**src/taio_defines.svh**
```systemverilog
`ifndef TAIO_DEFINES_SVH
`define TAIO_DEFINES_SVH

// register offsets on the plain register port
`define TAIO_OFF_CTRL 4'h0
`define TAIO_OFF_DIR 4'h1
`define TAIO_OFF_OUT 4'h2
`define TAIO_OFF_IN 4'h3
`define TAIO_OFF_STAT 4'h4

// control register fields
`define TAIO_CTRL_EN_BIT 0
`define TAIO_CTRL_JTAG_BIT 1
`define TAIO_CTRL_SPI_BIT 2

// status register fields
`define TAIO_STAT_EN_BIT 0
`define TAIO_STAT_REFUSED_BIT 1

// reset values
`define TAIO_CTRL_RST 3'h0
`define TAIO_DIR_RST 3'h0
`define TAIO_OUT_RST 3'h0

// pin count
`define TAIO_PINS 3

`endif

```
**src/taio_pkg.sv**
```systemverilog
package taio_pkg;

   typedef logic [2:0] taio_pins_t;

   // one three-state pin group: output value, output enable (low = drive)
   typedef struct packed {
      taio_pins_t dout;
      taio_pins_t oe_n;
   } taio_drive_s;

   // register port request
   typedef struct packed {
      logic [3:0] addr;
      logic [7:0] wdata;
      logic wr;
      logic rd;
   } taio_req_s;

   typedef enum logic [1:0] {
      TAIO_OFF,
      TAIO_ON
   } taio_mode_e;

endpackage : taio_pkg

```
**src/taio_port.sv**
```systemverilog
`timescale 1ns/1ns
`include "taio_defines.svh"
module taio_port (
   input wire logic clk,
   input wire logic rstn,
   input wire logic [3:0] addr,
   input wire logic [7:0] wdata,
   input wire logic wr,
   input wire logic rd,
   output logic [7:0] rdata,
   input wire logic [2:0] aux_pin_in,
   output logic [2:0] aux_pin_out,
   output logic [2:0] aux_pin_oe_n
);
   taio_pkg::taio_req_s req;
   taio_pkg::taio_mode_e mode_r;
   logic jtag_on_r;
   logic spi_on_r;
   logic refused_r;
   logic [2:0] dir_r;
   logic [2:0] out_r;
   logic [2:0] pin_sync;
   taio_pkg::taio_drive_s drv_nxt;
   logic port_en;
   logic en_req;
   logic [7:0] rdata_nxt;

   assign req = '{addr: addr, wdata: wdata, wr: wr, rd: rd};
   assign port_en = (mode_r == taio_pkg::TAIO_ON);

   // pin sampling: pins are outside the clock domain
   taio_sync u_sync (
      .clk(clk),
      .rstn(rstn),
      .d(aux_pin_in),
      .q(pin_sync)
   );

   function automatic logic hit(input logic [3:0] a, input logic [3:0] off);
      hit = (a == off);
   endfunction : hit

   // function-select bits; turning jtag or spi on drops the port
   always_ff @(posedge clk or negedge rstn) begin
      if (!rstn) begin
         jtag_on_r <= 1'b0;
         spi_on_r <= 1'b0;
      end else if (req.wr && hit(req.addr, `TAIO_OFF_CTRL)) begin
         jtag_on_r <= req.wdata[`TAIO_CTRL_JTAG_BIT];
         spi_on_r <= req.wdata[`TAIO_CTRL_SPI_BIT];
      end
   end

   assign en_req = req.wdata[`TAIO_CTRL_EN_BIT];

   // port enable; refused when the same control write also sets jtag or spi
   always_ff @(posedge clk or negedge rstn) begin
      if (!rstn) begin
         mode_r <= taio_pkg::TAIO_OFF;
      end else if (req.wr && hit(req.addr, `TAIO_OFF_CTRL)) begin
         if (en_req && !req.wdata[`TAIO_CTRL_JTAG_BIT] && !req.wdata[`TAIO_CTRL_SPI_BIT])
            mode_r <= taio_pkg::TAIO_ON;
         else
            mode_r <= taio_pkg::TAIO_OFF;
      end
   end

   // sticky refused flag: set wins over the clear-on-read
   always_ff @(posedge clk or negedge rstn) begin
      if (!rstn) begin
         refused_r <= 1'b0;
      end else if (req.wr && hit(req.addr, `TAIO_OFF_CTRL) && en_req &&
                   (req.wdata[`TAIO_CTRL_JTAG_BIT] || req.wdata[`TAIO_CTRL_SPI_BIT])) begin
         refused_r <= 1'b1;
      end else if (req.rd && hit(req.addr, `TAIO_OFF_STAT)) begin
         refused_r <= 1'b0;
      end
   end

   // direction and output value registers
   always_ff @(posedge clk or negedge rstn) begin
      if (!rstn) begin
         dir_r <= `TAIO_DIR_RST;
         out_r <= `TAIO_OUT_RST;
      end else if (req.wr) begin
         if (hit(req.addr, `TAIO_OFF_DIR))
            dir_r <= req.wdata[2:0];
         if (hit(req.addr, `TAIO_OFF_OUT))
            out_r <= req.wdata[2:0];
      end
   end

   // next pin drive; disabled port or input pin leaves the line floating
   always_comb begin
      drv_nxt.dout = out_r;
      drv_nxt.oe_n = 3'h7;
      if (port_en)
         drv_nxt.oe_n = ~dir_r;
   end

   // pin outputs from flops; one cycle after the register change
   always_ff @(posedge clk or negedge rstn) begin
      if (!rstn) begin
         aux_pin_out <= 3'h0;
         aux_pin_oe_n <= 3'h7;
      end else begin
         aux_pin_out <= drv_nxt.dout;
         aux_pin_oe_n <= drv_nxt.oe_n;
      end
   end

   // read mux; pin levels read as zero while the port is off
   always_comb begin
      rdata_nxt = 8'h00;
      unique case (req.addr)
         `TAIO_OFF_CTRL: rdata_nxt = {5'h00, spi_on_r, jtag_on_r, port_en};
         `TAIO_OFF_DIR: rdata_nxt = {5'h00, dir_r};
         `TAIO_OFF_OUT: rdata_nxt = {5'h00, out_r};
         `TAIO_OFF_IN: rdata_nxt = {5'h00, port_en ? pin_sync : 3'h0};
         `TAIO_OFF_STAT: rdata_nxt = {6'h00, refused_r, port_en};
         default: rdata_nxt = 8'h00;
      endcase
   end

   // read data stand only in the cycle after the strobe
   always_ff @(posedge clk or negedge rstn) begin
      if (!rstn)
         rdata <= 8'h00;
      else
         rdata <= req.rd ? rdata_nxt : 8'h00;
   end

   // pin c (target reset) gets no special logic; board wiring only

   a_off_no_drive: assert property (@(posedge clk) disable iff (!rstn)
      !port_en |=> aux_pin_oe_n == 3'h7)
      else $error("pin driven while port disabled");
   a_drive_dir: assert property (@(posedge clk) disable iff (!rstn)
      port_en |=> aux_pin_oe_n == ~$past(dir_r))
      else $error("drive does not follow direction");
   a_refuse_en: assert property (@(posedge clk) disable iff (!rstn)
      (req.wr && req.addr == `TAIO_OFF_CTRL && (wdata[1] || wdata[2]))
      |=> !port_en ##1 aux_pin_oe_n == 3'h7)
      else $error("enable accepted with jtag or spi on");
   a_disable_float: assert property (@(posedge clk) disable iff (!rstn)
      $fell(port_en) |=> aux_pin_oe_n == 3'h7)
      else $error("pins not released on disable");
   a_jtag_spi_off: assert property (@(posedge clk) disable iff (!rstn)
      port_en |-> !jtag_on_r && !spi_on_r)
      else $error("port on with jtag or spi");
   a_refused_flag: assert property (@(posedge clk) disable iff (!rstn)
      (req.wr && req.addr == `TAIO_OFF_CTRL && wdata[0] && wdata[1]) |=> refused_r)
      else $error("refusal not flagged");
   a_read_pins: assert property (@(posedge clk) disable iff (!rstn)
      (rd && addr == `TAIO_OFF_IN && port_en) |=> rdata[2:0] == $past(pin_sync))
      else $error("pin level misread");
   a_rdata_idle: assert property (@(posedge clk) disable iff (!rstn)
      !rd |=> rdata == 8'h00)
      else $error("read data outside read cycle");
   a_reset_float: assert property (@(posedge clk)
      !rstn |=> aux_pin_oe_n == 3'h7)
      else $error("pins driven in reset");

   c_enable: cover property (@(posedge clk) disable iff (!rstn) $rose(port_en));
   c_drive_all: cover property (@(posedge clk) disable iff (!rstn) aux_pin_oe_n == 3'h0);
   c_refused: cover property (@(posedge clk) disable iff (!rstn) $rose(refused_r));
   c_disable: cover property (@(posedge clk) disable iff (!rstn) $fell(port_en));

endmodule : taio_port

```
**src/taio_sync.sv**
```systemverilog
`timescale 1ns/1ns
// two-flop synchroniser for the pin inputs
module taio_sync (
   input wire logic clk,
   input wire logic rstn,
   input wire logic [2:0] d,
   output logic [2:0] q
);
   logic [2:0] meta_r;

   // first stage is read only by the second stage
   always_ff @(posedge clk or negedge rstn) begin
      if (!rstn) begin
         meta_r <= 3'h0;
         q <= 3'h0;
      end else begin
         meta_r <= d;
         q <= meta_r;
      end
   end
endmodule : taio_sync

```
**config.mk**
```make
export PLATFORM = sky130hd
export DESIGN_NAME = taio_port
export DESIGN_NICKNAME = d
export VERILOG_FILES = /design/src/taio_pkg.sv /design/src/taio_port.sv /design/src/taio_sync.sv
export VERILOG_INCLUDE_DIRS = /design/src
export SDC_FILE = /design/constraint.sdc
export NUM_CORES = 1
export LEC_CHECK = 0
export BUFFER_PORTS_ARGS = -buffer_cell sky130_fd_sc_hd__buf_2
export CAP_MARGIN = 5
export CELL_PAD_IN_SITES_DETAIL_PLACEMENT = 2
export CELL_PAD_IN_SITES_GLOBAL_PLACEMENT = 2
export CORE_MARGIN = 2
export CORE_UTILIZATION = 28
export CTS_CLUSTER_SIZE = 12
export DETAILED_ROUTE_END_ITERATION = 8
export PLACE_DENSITY_LB_ADDON = 0.1
export SLEW_MARGIN = 10
export SYNTH_ARGS = -nofsm -noshare
export SYNTH_HDL_FRONTEND = slang
export SYNTH_SLANG_ARGS = --single-unit
```
**constraint.sdc**
```tcl
create_clock -name clk -period 1.25 [get_ports clk]
set_clock_uncertainty 0.2 [all_clocks]
set_input_delay 0.1875 -clock clk [delete_from_list [all_inputs] [get_ports clk]]
set_output_delay 0.1875 -clock clk [all_outputs]
set_load 0.02 [all_outputs]
```
==> summary.md <==
| Metric | Value |
|---|---|
| Outcome | `finished, violations left` |
| Failing checks | `negative setup slack` |
| Fill count | `374` |
| VDD IR-drop max | `0.4250 mV` |
| Syn Std Cell Area | `1016 µm²` |
| Die ar. | `4126 µm²` |
| Reg2reg path depth | `3` |
| Clk buf depth | `2` |
| Buffers added on ports | `22` |
| Core area | `3416 µm²` |
| DR vias | `between 700 and 800` |
| Crit path max-delay family | `flip-flops` |
| Syn_area_per_cell | `roughly 13 µm²` |
| Max-cap viol count | `0` |
| Clock Power Share | `about 20%` |
| Hold Slack | `0.01266 ns` |
| Post-placement cell count | `156` |
| Die Span Y | `64.24 µm` |
| Initial Utilization | `29.74%` |
| Final ANT Viol Nets | `0` |
| Vias in the first global route | `829` |
| DR iter-0 viols | `12` |
| Placement Setup Slack | `-0.2757 ns` |
| Sw Ratio | `26.26%` |
| TritonCTS Buffers | `3` |
| Wirelength per Cell | `13.43 µm` |
| Final period utilization | `108.8%` |
| Levels on crit path | `1` |
| Initial antenna violation count | `0` |
| Overflow after GRT | `0` |
| Largest net degree at the start of global routing | `16` |
| Fin nets | `~140` |
| Ports | `33` |
| Slowest Stage Delay on Critical Path | `around 0.55 ns` |
| Worst skew pair latency | `0.32 ns` |
| Drt total wl | `2256 µm` |
| Buf/Inv on CP | `1` |
| Critical path arrival | `0.97 ns` |
| Area delta synth->final | `43.72%` |
| Ranking of synthesized cells by area | `dfrtp_1 (54%), mux2_2 (12%), dfstp_2 (7.8%)` |
| Placed cell area | `1280 µm²` |
| Critical Path End | `aux_pin_oe_n[0]` |
| Sequential cell area fraction in the yosys report | `between 60% and 70%` |
| HP Class | `input port to flop` |
| Final setup viols | `4` |
| Root Buffer | `clkbuf_4` |
| P per Cell Area | `1196 nW/µm²` |
| Final worst slack | `-0.1098 ns` |
| Total design power | `between 1.5 and 2 mW` |
| Worst r2r dst | `rdata[1]` |
| Sink Count | `25` |
| R2r startpoint | `refused_r` |
| Net switching power | `0.4585 mW` |
| Die Width | `64.24 µm` |
| Final Hold Vio Count | `0` |
| Design area | `1460 µm²` |
| CP startpoint kind | `flop` |
| Worst R2R Setup Slack | `-0.06 ns` |
| Yosys top cell by area | `dfrtp_1` |
| Ant. Diodes | `0` |
| Reg area | `629.4 µm²` |
| Kind of critical path | `flop to primary output` |
| Critical Path Start | `aux_pin_oe_n[0]` |
| Via density | `between 4 and 5` |
| Combinational Power Share | `23.8%` |
| DRC viols | `0` |
| CP endpoint kind | `primary output` |
| Leak Pwr | `0.6615 nW` |
| HPWL Detailed | `1775 µm` |
| Layout Cells excl Fill | `168` |
| Final Slew Violations | `0` |
| # rows | `21` |
| Crit-path cells | `buf_6` |
| CTS tree | `yes` |
| Cell count after synthesis | `77` |
| Int Pwr | `roughly 1.3 mW` |
| Synth cell types | `25` |
| Top cell type's share of synthesized area | `a little over half` |
| Min Tclk post-route | `between 1 and 1.5 ns` |
| Sequential share of power | `56.3%` |
| #FFs+latches synth | `25` |
| First-pass GRT wire length | `roughly 4000 µm` |
| Ys Warns | `0` |
| Share of cells above drive strength 1 | `~48%` |
| Htree depth | `1` |
| RSZ-0062 raised after global routing | `yes` |
| Fmax | `735.4 MHz` |
| Crit-path slowest cell | `dfstp_2` |
| WP data required | `0.86 ns` |
| HP Start | `rd` |
| Crit path max fanout | `1` |
| Tot GR Track Use | `12.57%` |
| GP Congestion | `0.8298` |
| Multi-input gate area | `between 300 and 400 µm²` |
| First-pass DRT Iterations | `4` |
| Clock transition at path regs | `0.13 ns` |
-- synthesized netlist by cell type (all sizes together) --
| cell | count |
|---|---|
| a21oi | 2 |
| a22oi | 2 |
| a31oi | 1 |
| and3 | 2 |
| and4b | 1 |
| buf | 6 |
| clkbuf | 1 |
| conb | 1 |
| dfrtp | 22 |
| dfstp | 3 |
| mux2 | 11 |
| mux2i | 1 |
| nand2 | 4 |
| nand3 | 2 |
| nand3b | 2 |
| nand4b | 2 |
| nor2 | 2 |
| nor2b | 2 |
| nor3 | 1 |
| nor3b | 2 |
| nor4b | 1 |
| o211ai | 1 |
| o21ai | 3 |
| o2bb2ai | 1 |
| or4 | 1 |
-- area by class of cell --
type,count,share of cell area (%)
Tap cell,46,3.942
Clock buffer,4,1.799
Multi-Input combinational cell,49,25.54
Timing Repair Buffer,44,25.62
Sequential cell,25,43.10
-- registers in the layout (all words and copies together), names as in the netlist --
signal / count
aux_pin_out: 3
dir_r: 3
mode_r: 1
u_sync.meta_r: 3
u_sync.q: 3
out_r: 3
refused_r: 1
spi_on_r: 1
jtag_on_r: 1
rdata: 3
aux_pin_oe_n: 3
-- cell usage in the layout (no fill, tap or decap) --
master,n
nor3_1,1
buf_2,13
nor2_2,1
mux2i_1,1
nand4b_1,2
dfstp_2,3
o21ai_1,1
dlygate4sd3_1,7
a22oi_2,2
clkbuf_1,1
a31oi_1,1
buf_12,2
nor2b_1,2
o2bb2ai_1,1
nand2_1,4
buf_4,13
nand3_1,2
mux2_4,1
and3_1,2
clkbuf_4,3
a21oi_2,1
a21oi_1,1
buf_6,9
nor2_1,1
and4b_2,1
conb_1,5
nor4b_1,1
nand3b_1,2
nor3b_1,2
o211ai_1,1
o21ai_0,2
or4_1,1
dfrtp_1,22
mux2_2,10
-- power groups by stage --
stage                     combinational, mW  sequential, mW  clock [mW]
after global placement                0.340           0.991           0
after global routing                  0.450            1.00       0.409
after detailed placement              0.346           0.992           0
after floorplan                       0.143            1.02           0
after CTS                             0.396           0.984       0.373
final                                 0.416           0.983       0.348
-- cells by family after synthesis --
logic type      after synthesis  share of synthesized area [%]
mux                          12                          13.18
simple gates                 22                          13.55
compound gates               10                          6.158
flops                        25                          61.95
buf+inv                       7                          4.802
other cells                   1                         0.3691
-- through the flow --
step	util, %	TNS [ns]
floorplan	-	0
global placement	37.47	-2.518
detailed placement	37.47	-2.784
CTS	41.87	-0.4679
global route	42.75	-0.7506
finish	42.75	-0.3907
-- layer usage --
| layer | global-route usage, % | up-vias | routed length, µm |
|---|---|---|---|
| met5 | 0 | - | 0 |
| li1 | - | 359 | - |
| met3 | 2.641 | 5 | 100 |
| met4 | 5.585 | 0 | 49 |
| met2 | 19.92 | 19 | 1089 |
| met1 | 16.52 | 383 | 1017 |
-- worst min-delay path by stage --
stage	endpoint	slack (ns)	cells after the start
after detailed placement	rdata[1]	-0.11	1
after global routing	rdata[2]	0.009	3
after CTS	rdata[0]	0.01	3
final	rdata[2]	0.01	3
after global placement	rdata[1]	-0.11	1
after floorplan	aux_pin_out[0]	-0.31	0
-- repair_timing --
action,4_1_cts,5_1_grt
gates resized for setup,16,8
cloned,0,0
hold endpoints to repair,37,0
hold buffers,7,0
setup endpoints to repair,10,13
buffers inserted,0,1
pin swaps,3,2
Note: power is estimated with default switching activity, not from simulation.
